===== src/hw/throttle_pkg.sv =====
package throttle_pkg;

   // ----------------------------------------
   // Clock and time base
   // ----------------------------------------
   localparam int unsigned CLK_PERIOD_NS = 4;
   localparam int unsigned PCI_PERIOD_NS = 30;
   // Rounded up, so the throttle clock never runs faster than the bus clock
   localparam int unsigned PCI_DIV       = (PCI_PERIOD_NS + CLK_PERIOD_NS - 1) / CLK_PERIOD_NS;
   localparam int unsigned PDIV_W        = 3;
   localparam logic [PDIV_W-1:0] PCI_DIV_LAST = PDIV_W'(PCI_DIV - 1);

   // Sustained alarm time before thermal override
   localparam longint unsigned THERM_HOLD_S   = 2;
   localparam longint unsigned THERM_HOLD_NS  = THERM_HOLD_S * 1000000000;
   localparam longint unsigned THERM_HOLD_PCI =
      (THERM_HOLD_NS + PCI_PERIOD_NS - 1) / PCI_PERIOD_NS;
   localparam int unsigned TCNT_W = 27;

   // Throttle period and duty step, in throttle ticks
   localparam int unsigned PRD_W                = 10;
   localparam logic [PRD_W-1:0] PRD_LAST        = 10'h3ff;
   localparam int unsigned DUTY_W               = 3;
   localparam int unsigned DUTY_SH              = 7;
   localparam logic [DUTY_W-1:0] DUTY_OFF       = 3'h0;
   // Least time the stop request stays released before it may assert again
   localparam int unsigned HIGH_W               = 3;
   localparam logic [HIGH_W-1:0] MIN_HIGH       = 3'h4;

   // ----------------------------------------
   // Register map
   // ----------------------------------------
   localparam int unsigned ADDR_W = 8;
   localparam int unsigned DATA_W = 32;
   localparam logic [ADDR_W-1:0] OFF_CTRL   = 8'h00;
   localparam logic [ADDR_W-1:0] OFF_STATUS = 8'h04;
   localparam logic [ADDR_W-1:0] OFF_MASK   = 8'h08;
   localparam logic [ADDR_W-1:0] OFF_STATE  = 8'h0c;

   localparam int unsigned STS_W      = 3;
   localparam int unsigned STS_THERM  = 0;
   localparam int unsigned STS_IO_SMI = 1;
   localparam int unsigned STS_OVR    = 2;

   typedef struct packed {
      logic                acpi_route_select;
      logic                thermal_event_enable;
      logic                thermal_polarity_sel;
      logic                forced_throttle_bit;
      logic [DUTY_W-1:0]   thermal_duty_field;
      logic                manual_throttle_enable;
      logic [DUTY_W-1:0]   manual_duty_field;
   } ctrl_type;
   localparam int unsigned CTRL_W = $bits(ctrl_type);

   typedef struct packed {
      logic [ADDR_W-1:0]   addr;
      logic [DATA_W-1:0]   wdata;
      logic                wr;
      logic                rd;
   } reg_req_type;

   typedef enum logic [1:0] {
      ST_IDLE,
      ST_WAIT_GNT,
      ST_STOP,
      ST_RUN
   } fsm_type;

   typedef struct packed {
      ctrl_type            ctrl;
      logic [STS_W-1:0]    sts;
      logic [STS_W-1:0]    msk;
      logic                ovr;
      logic [TCNT_W-1:0]   tcnt;
      logic [PDIV_W-1:0]   pdiv;
      fsm_type             fsm;
      logic [PRD_W-1:0]    prd;
      logic [PRD_W-1:0]    act;
      logic [HIGH_W-1:0]   high;
      logic [DUTY_W-1:0]   duty;
      logic                alarm_n;
      logic                stop_n;
      logic                smi_n;
      logic                acpi;
      logic                irq;
      logic [DATA_W-1:0]   rdata;
   } state_type;

   localparam state_type STATE_RST = '{
      ctrl: '0, sts: '0, msk: '0, ovr: 1'b0, tcnt: '0, pdiv: '0, fsm: ST_IDLE,
      prd: '0, act: '0, high: '0, duty: '0, alarm_n: 1'b1, stop_n: 1'b1,
      smi_n: 1'b1, acpi: 1'b0, irq: 1'b0, rdata: '0};

endpackage


===== src/hw/cpu_throttle_thermal_control.sv =====
// What this block does
// (RULE_01) Throttle the processor by pulsing stop request low for a share of each period.
// (RULE_02) Manual enable throttles with the manual duty field; period is fixed.
// (RULE_03) Alarm held over two seconds forces throttling with the thermal duty field.
// (RULE_04) Thermal override ends once the alarm input is inactive again.
// (RULE_05) Thermal duty wins over manual duty when both request throttling.
// (RULE_06) Thermal override starts only in the fully working, executing state.
// (RULE_07) Period is 1024 bus clocks; codes 1 to 7 give 12.5 to 87.5 percent.
// (RULE_08) Duty code n holds the stop request for n times 128 bus clocks.
// (RULE_09) Stop time is counted only after the stop grant message arrives.
// (RULE_10) Stop request stays released for a least time before asserting again.
// (RULE_11) Processor I/O system interrupts are raised even while stop is asserted.
// (RULE_12) Host posts stop grant so processor sees cycle end before we do.
// (RULE_13) Processor drains, sends stop grant, resumes when stop request is released.
// (RULE_14) Processor latches interrupt edges while stopped, serves them after release.
// (RULE_15) Polarity low: falling alarm input sets the thermal event flag.
// (RULE_16) Enabled thermal flag raises ACPI interrupt if routed, else system interrupt.
// (RULE_17) Polarity high: alarm returning high raises a further event.
// (RULE_18) Forced bit throttles with the thermal duty field, as a held alarm would.
// (RULE_19) Clearing forced bit stops throttling unless override or manual still requests.
`timescale 1ns/1ps
`default_nettype none

module cpu_throttle_thermal_control
   import throttle_pkg::*;
#(
   parameter longint unsigned THERM_HOLD = THERM_HOLD_PCI
) (
   // Clock and reset
   input  wire  logic                mclk_i,
   input  wire  logic                nrst_i,
   // Register port
   input  wire  reg_req_type         reg_req_i,
   output logic [DATA_W-1:0]         reg_rdata_o,
   // Processor and platform side
   input  wire  logic                thermal_alarm_n_i,
   input  wire  logic                stop_grant_msg_i,
   input  wire  logic                sys_s0c0_i,
   input  wire  logic                io_smi_req_i,
   output logic                      cpu_clock_stop_n_o,
   output logic                      sys_mgmt_irq_n_o,
   output logic                      acpi_irq_o,
   // Interrupt
   output logic                      irq_o
);

   // ----------------------------------------
   // Decode
   // ----------------------------------------
   function automatic logic reg_hit(input logic [ADDR_W-1:0] a,
                                    input logic [ADDR_W-1:0] off);
      return a == off;
   endfunction

   localparam logic [TCNT_W-1:0] HOLD_CNT = TCNT_W'(THERM_HOLD);

   state_type            s_q;
   state_type            s_d;
   logic                 tick;
   logic                 therm_src;
   logic                 req;
   logic [DUTY_W-1:0]    sel_duty;
   logic [PRD_W-1:0]     tgt;
   logic [STS_W-1:0]     sts_clr;
   logic [STS_W-1:0]     ev;
   logic                 start;
   logic                 release_stop;

   // ----------------------------------------
   // Next state
   // ----------------------------------------
   always_comb begin
      s_d          = s_q;
      ev           = '0;
      sts_clr      = '0;
      start        = 1'b0;
      release_stop = 1'b0;

      // Bus clock rate as an enable, one tick per bus clock
      tick     = (s_q.pdiv == PCI_DIV_LAST);
      s_d.pdiv = tick ? '0 : s_q.pdiv + 3'h1;

      // Register writes
      if (reg_req_i.wr && reg_hit(reg_req_i.addr, OFF_CTRL)) begin
         s_d.ctrl = ctrl_type'(reg_req_i.wdata[CTRL_W-1:0]);
      end
      if (reg_req_i.wr && reg_hit(reg_req_i.addr, OFF_MASK)) begin
         s_d.msk = reg_req_i.wdata[STS_W-1:0];
      end
      if (reg_req_i.wr && reg_hit(reg_req_i.addr, OFF_STATUS)) begin
         sts_clr = reg_req_i.wdata[STS_W-1:0];
      end

      // Alarm edges
      s_d.alarm_n = thermal_alarm_n_i;
      if (s_q.ctrl.thermal_polarity_sel) begin
         ev[STS_THERM] = ~s_q.alarm_n & thermal_alarm_n_i;  // RULE_17
      end else begin
         ev[STS_THERM] = s_q.alarm_n & ~thermal_alarm_n_i;  // RULE_15
      end
      ev[STS_IO_SMI] = io_smi_req_i;  // RULE_11

      // Sustained alarm timer
      if (thermal_alarm_n_i) begin
         s_d.tcnt = '0;
         s_d.ovr  = 1'b0;  // RULE_04
      end else if (tick) begin
         if (s_q.tcnt != HOLD_CNT) begin
            s_d.tcnt = s_q.tcnt + 27'h1;
         end else if (sys_s0c0_i) begin
            s_d.ovr = 1'b1;  // RULE_03 RULE_06
         end
      end
      ev[STS_OVR] = ~s_q.ovr & s_d.ovr;

      // Events win over a clear in the same cycle
      s_d.sts = (s_q.sts & ~sts_clr) | ev;

      // Source selection, thermal first
      therm_src = s_q.ovr | s_q.ctrl.forced_throttle_bit;  // RULE_18 RULE_19
      sel_duty  = therm_src ? s_q.ctrl.thermal_duty_field
                            : s_q.ctrl.manual_duty_field;  // RULE_05 RULE_02
      req       = (therm_src | s_q.ctrl.manual_throttle_enable) && (sel_duty != DUTY_OFF);
      tgt       = PRD_W'({s_q.duty, {DUTY_SH{1'b0}}});  // RULE_07 RULE_08

      // Period and release time counters
      if (tick && s_q.prd != PRD_LAST) begin
         s_d.prd = s_q.prd + 10'h1;
      end
      if (tick && s_q.stop_n && s_q.high != MIN_HIGH) begin
         s_d.high = s_q.high + 3'h1;
      end

      // Throttle sequencer
      case (s_q.fsm)
         ST_IDLE: begin
            start = req && (s_q.high == MIN_HIGH);  // RULE_10
         end
         ST_WAIT_GNT: begin
            if (!req) begin
               release_stop = 1'b1;
               s_d.fsm      = ST_IDLE;
            end else if (stop_grant_msg_i) begin
               s_d.fsm = ST_STOP;  // RULE_09
            end
         end
         ST_STOP: begin
            if (!req) begin
               release_stop = 1'b1;
               s_d.fsm      = ST_IDLE;
            end else if (tick) begin
               if (s_q.act == tgt - 10'h1) begin
                  release_stop = 1'b1;  // RULE_08
                  s_d.fsm      = ST_RUN;
               end else begin
                  s_d.act = s_q.act + 10'h1;
               end
            end
         end
         ST_RUN: begin
            if (!req) begin
               s_d.fsm = ST_IDLE;  // RULE_19
            end else begin
               // Waits for the tick that ends the last slot, so a period is a full 1024 ticks
               start = tick && (s_q.prd == PRD_LAST) && (s_q.high == MIN_HIGH);  // RULE_01 RULE_10
            end
         end
         default: begin
            release_stop = 1'b1;
            s_d.fsm      = ST_IDLE;
         end
      endcase

      if (release_stop) begin
         s_d.stop_n = 1'b1;
      end
      // Duty is latched per period, so a change lands at the next period
      if (start) begin
         s_d.fsm    = ST_WAIT_GNT;
         s_d.stop_n = 1'b0;  // RULE_01
         s_d.duty   = sel_duty;
         s_d.prd    = '0;
         s_d.act    = '0;
         s_d.high   = '0;
      end

      // Interrupt outputs; I/O traps ignore the stop request state
      s_d.acpi  = s_d.sts[STS_THERM] & s_d.ctrl.thermal_event_enable
                & s_d.ctrl.acpi_route_select;  // RULE_16
      s_d.smi_n = ~((s_d.sts[STS_THERM] & s_d.ctrl.thermal_event_enable
                   & ~s_d.ctrl.acpi_route_select) | s_d.sts[STS_IO_SMI]);  // RULE_16 RULE_11
      s_d.irq   = |(s_d.sts & s_d.msk);

      // Read data stands for one cycle only
      s_d.rdata = '0;
      if (reg_req_i.rd) begin
         if (reg_hit(reg_req_i.addr, OFF_CTRL)) begin
            s_d.rdata = DATA_W'(s_q.ctrl);
         end else if (reg_hit(reg_req_i.addr, OFF_STATUS)) begin
            s_d.rdata = DATA_W'(s_q.sts);
         end else if (reg_hit(reg_req_i.addr, OFF_MASK)) begin
            s_d.rdata = DATA_W'(s_q.msk);
         end else if (reg_hit(reg_req_i.addr, OFF_STATE)) begin
            s_d.rdata = DATA_W'({sys_s0c0_i, s_q.alarm_n, req, s_q.ovr, ~s_q.stop_n});
         end
      end
   end

   // ----------------------------------------
   // State register
   // ----------------------------------------
   always_ff @(posedge mclk_i or negedge nrst_i) begin
      if (!nrst_i) begin
         s_q <= STATE_RST;
      end else begin
         s_q <= s_d;
      end
   end

   assign reg_rdata_o        = s_q.rdata;
   assign cpu_clock_stop_n_o = s_q.stop_n;
   assign sys_mgmt_irq_n_o   = s_q.smi_n;
   assign acpi_irq_o         = s_q.acpi;
   assign irq_o              = s_q.irq;
endmodule

`default_nettype wire


===== config.mk =====
export PLATFORM = sky130hd
export DESIGN_NAME = cpu_throttle_thermal_control
export DESIGN_NICKNAME = d
export VERILOG_FILES = /design/src/hw/throttle_pkg.sv /design/src/hw/cpu_throttle_thermal_control.sv
export SDC_FILE = /design/constraint.sdc
export NUM_CORES = 1
export LEC_CHECK = 0
export BUFFER_PORTS_ARGS = -buffer_cell sky130_fd_sc_hd__buf_2
export CORE_MARGIN = 2
export CORE_UTILIZATION = 51
export CTS_CLUSTER_SIZE = 20
export DETAILED_ROUTE_END_ITERATION = 8
export PLACE_DENSITY = 0.77
export REMOVE_ABC_BUFFERS = 1
export SLEW_MARGIN = 20
export SYNTH_ARGS = -nofsm -noshare
export SYNTH_HDL_FRONTEND = slang
export SYNTH_SLANG_ARGS = --single-unit

===== constraint.sdc =====
create_clock -name mclk_i -period 2.4 [get_ports mclk_i]
set_clock_uncertainty 0.15 [all_clocks]
set_input_delay 0.6 -clock mclk_i [delete_from_list [all_inputs] [get_ports mclk_i]]
set_output_delay 0.6 -clock mclk_i [all_outputs]
set_load 0.05 [all_outputs]

==> metrics.yaml <==
drtIter0Drc: 171
crit_family: "simple AND/OR/NAND/NOR gates"
ios: 84
max_freq_mhz: 433
clk_latency_ns: 0.36
layout_common_cells: "dfrtp_1 (89), nor2_1 (51), buf_2 (40), nand2_1 (27), xor2_1 (27)"
period_share_pct: 96.3
synth.largest_area_cell: "dfrtp_1"
async_reset_ff_share_pct: 100
post-route-cell-area_sq_um: 5310
crit_path_end_kind: "flop"
ir_drop_mv: 0.294
cts_tree: "built"
htreeDepth: 3
cts.clk_slew.worst_paths_ns: 0.10
holdPathEnd: "s_q[36]$_DFF_PN1_"
synth_top_cell_area_share_pct: 46.3
final_nets: 584
placed_cell_area_sq_um: 5080
grt_usage_pct: 19.1
drv_slew: 0
cts_sinks: 92
via_per_inst: 5.51
crit_chain: "ha_1 -> and4_1 -> nor4b_1 -> buf_4 -> and2_1 -> or4_4 -> a21oi_2"
clockBufferDepth: 2
synthFlopType: "dfrtp_1"
yosys_warnings: 0
total_power_uw: 3080
synth_edf_count: 0
antenna_found_initial: 0
drt_first_pass_iters: 4
port_buffers: 41
finalSetupViolations: 0
ant_nets: 0
cts_root_buf: "clkbuf_8"
min_path_type: "input port to flop"
status: "finished clean"
syn2layout_area_growth_pct: 10.4
grt_pass1_vias: 3455
path_buf_inv: 1
drive_gt1_share_pct: 20.1
grt_pass1_wl_um: 15700
dieHeight_um: 101
dieWidth_um: 101
syn-cell-area_sq_um: 4810
final_util_pct: 57.7
leakagePower_uw: 0.00252
regToRegStartpoint: "s_q[43]$_DFFE_PN0P_"
dpl.cell_count: 620
start_util_pct: 52.3
avgSynthCellArea_sq_um: 10.1
antennaDiodeCount: 0
min_path_cells: 1
hold_start: "thermal_alarm_n_i"
place_congestion: 0.817
core_area_sq_um: 9200
post-dp-hpwl_um: 6800
r2r_cells: 7
dieArea_sq_um: 10200
grt_max_degree: 42
rows: 35
synth_area_leaders: "dfrtp_1 (46%), buf_4 (5.0%), xor2_1 (4.9%), nor2_1 (4.0%), ha_1 (3.4%)"
drc: 0
wl_per_cell_um: 14.6
synth-seq-cells: 92
routed_wl_um: 9340
worstMarginPinSlew_ns: 0.508
hold_viol: 0
rr_endpoint: "s_q[52]$_DFFE_PN0P_"
grt_overflow_total: 0
critPathArrivalTime_ns: 2.46
r2r_setup_slack_ns: 0.09
finalNonFillerCells: 639
critPathLaunchType: "flop"
yosysUniqueCellTypes: 55
cap_violations: 0
power_density_nw_per_um2: 580
path_max_fanout: 8
slowest_stage: "or4_4"
syn-instance-count: 477
layout_min_cycle_time_ns: 2.31
final_common_cell: "dfrtp_1"
ys_seq_area_share_pct: 48.0
via_count: 3523
cpPeakStageDelay_ns: 0.54
crit_type: "flop to flop"
cts_buffers: 9
critical_path_required_ns: 2.55
relSlewSlack_pct: 65.9
[worst max path at each step]
stage	start	to	slack (ns)	cells past startpoint
6_report	s_q[43]$_DFFE_PN0P_	s_q[52]$_DFFE_PN0P_	0.09	7
3_5_place_dp	s_q[109]$_DFFE_PN0P_	s_q[50]$_DFFE_PN0P_	0.02	5
2_1_floorplan	s_q[109]$_DFFE_PN0P_	s_q[64]$_DFFE_PN0P_	-1.63	5
3_3_place_gp	s_q[109]$_DFFE_PN0P_	s_q[52]$_DFFE_PN0P_	0.06	5
5_1_grt	s_q[43]$_DFFE_PN0P_	s_q[52]$_DFFE_PN0P_	-0.008	7
4_1_cts	s_q[109]$_DFFE_PN0P_	s_q[50]$_DFFE_PN0P_	0.01	5
[through the flow]
step | setup TNS, ns | hold WS, ns | setup WS (ns)
global placement | 0 | 0.265 | 0.0593
detailed placement | 0 | 0.275 | 0.0182
global route | -0.00834 | 0.238 | -0.00834
finish | 0 | 0.257 | 0.0890
CTS | 0 | 0.236 | 0.00990
floorplan | -40.64 | 0.154 | -1.63
[timing repair]
action	4_1_cts	5_1_grt
gates resized for setup	0	6
buffers inserted	0	2
endpoints found under the setup margin	1	6
hold buffers	1	0
gates cloned	0	0
endpoints found under the hold margin	1	0
pin swaps	1	2
[sequential cells by signal, indices dropped and copies added (netlist names)]
signal / count
acpi_irq_o: 1
cpu_clock_stop_n_o: 1
irq_o: 1
reg_rdata_o: 11
s_q: 77
sys_mgmt_irq_n_o: 1
[synth_stat cells, drive strengths merged, types with 2 or more instances]
master	n
dfrtp	89
nor4b	2
o21ai	12
and3	12
nor2	51
or4	4
or3	10
nand3	25
dfstp	3
nor3	4
o2bb2ai	2
a211oi	7
o31ai	5
and4	6
xnor2	10
and2	9
nand4	16
mux2	12
nor2b	7
a22o	2
nor4	6
mux4	2
a31oi	3
mux2i	8
o22a	2
inv	16
nand2	27
a21oi	19
xor2	27
clkbuf	14
ha	13
buf	35
[layout make-up]
type	count	area (sq um)
Clock buffer	9	124
Clock inverter	7	66.3
Fill cell	785	3890
Inverter	16	60.1
Multi-Input combinational cell	340	2220
Sequential cell	92	2310
Tap cell	111	139
Timing Repair Buffer	64	395
[power breakdown]
part	total, uW	internal (uW)	leakage, uW	switching [uW]
sequential	1650	1600	0.00124	46.7
combinational	438	148	0.00118	290
clock	991	402	0.0000978	589
total	3080	2150	0.00252	926
[cells by family after synthesis]
kind of cell | after synthesis | synth area share [%]
AO/OA/AOI/OAI | 63 | 8.51
XOR/XNOR | 37 | 6.74
multiplexers | 22 | 5.41
AND/OR/NAND/NOR | 184 | 20.0
buffers and inverters | 65 | 7.94
adder cells (fa/ha/maj) | 13 | 3.38
other | 1 | 0.0780
flip-flops | 92 | 48.0
[layer usage]
layer | vias to the layer above | global-route usage, % | routed length [um]
li1 | 1709 | - | -
met1 | 1730 | 25.3 | 4180
met2 | 75 | 31.5 | 4770
met3 | 9 | 3.61 | 274
met4 | 0 | 6.44 | 107
met5 | - | 0 | 0
No activity file was read; power rests on OpenSTA's default activity.
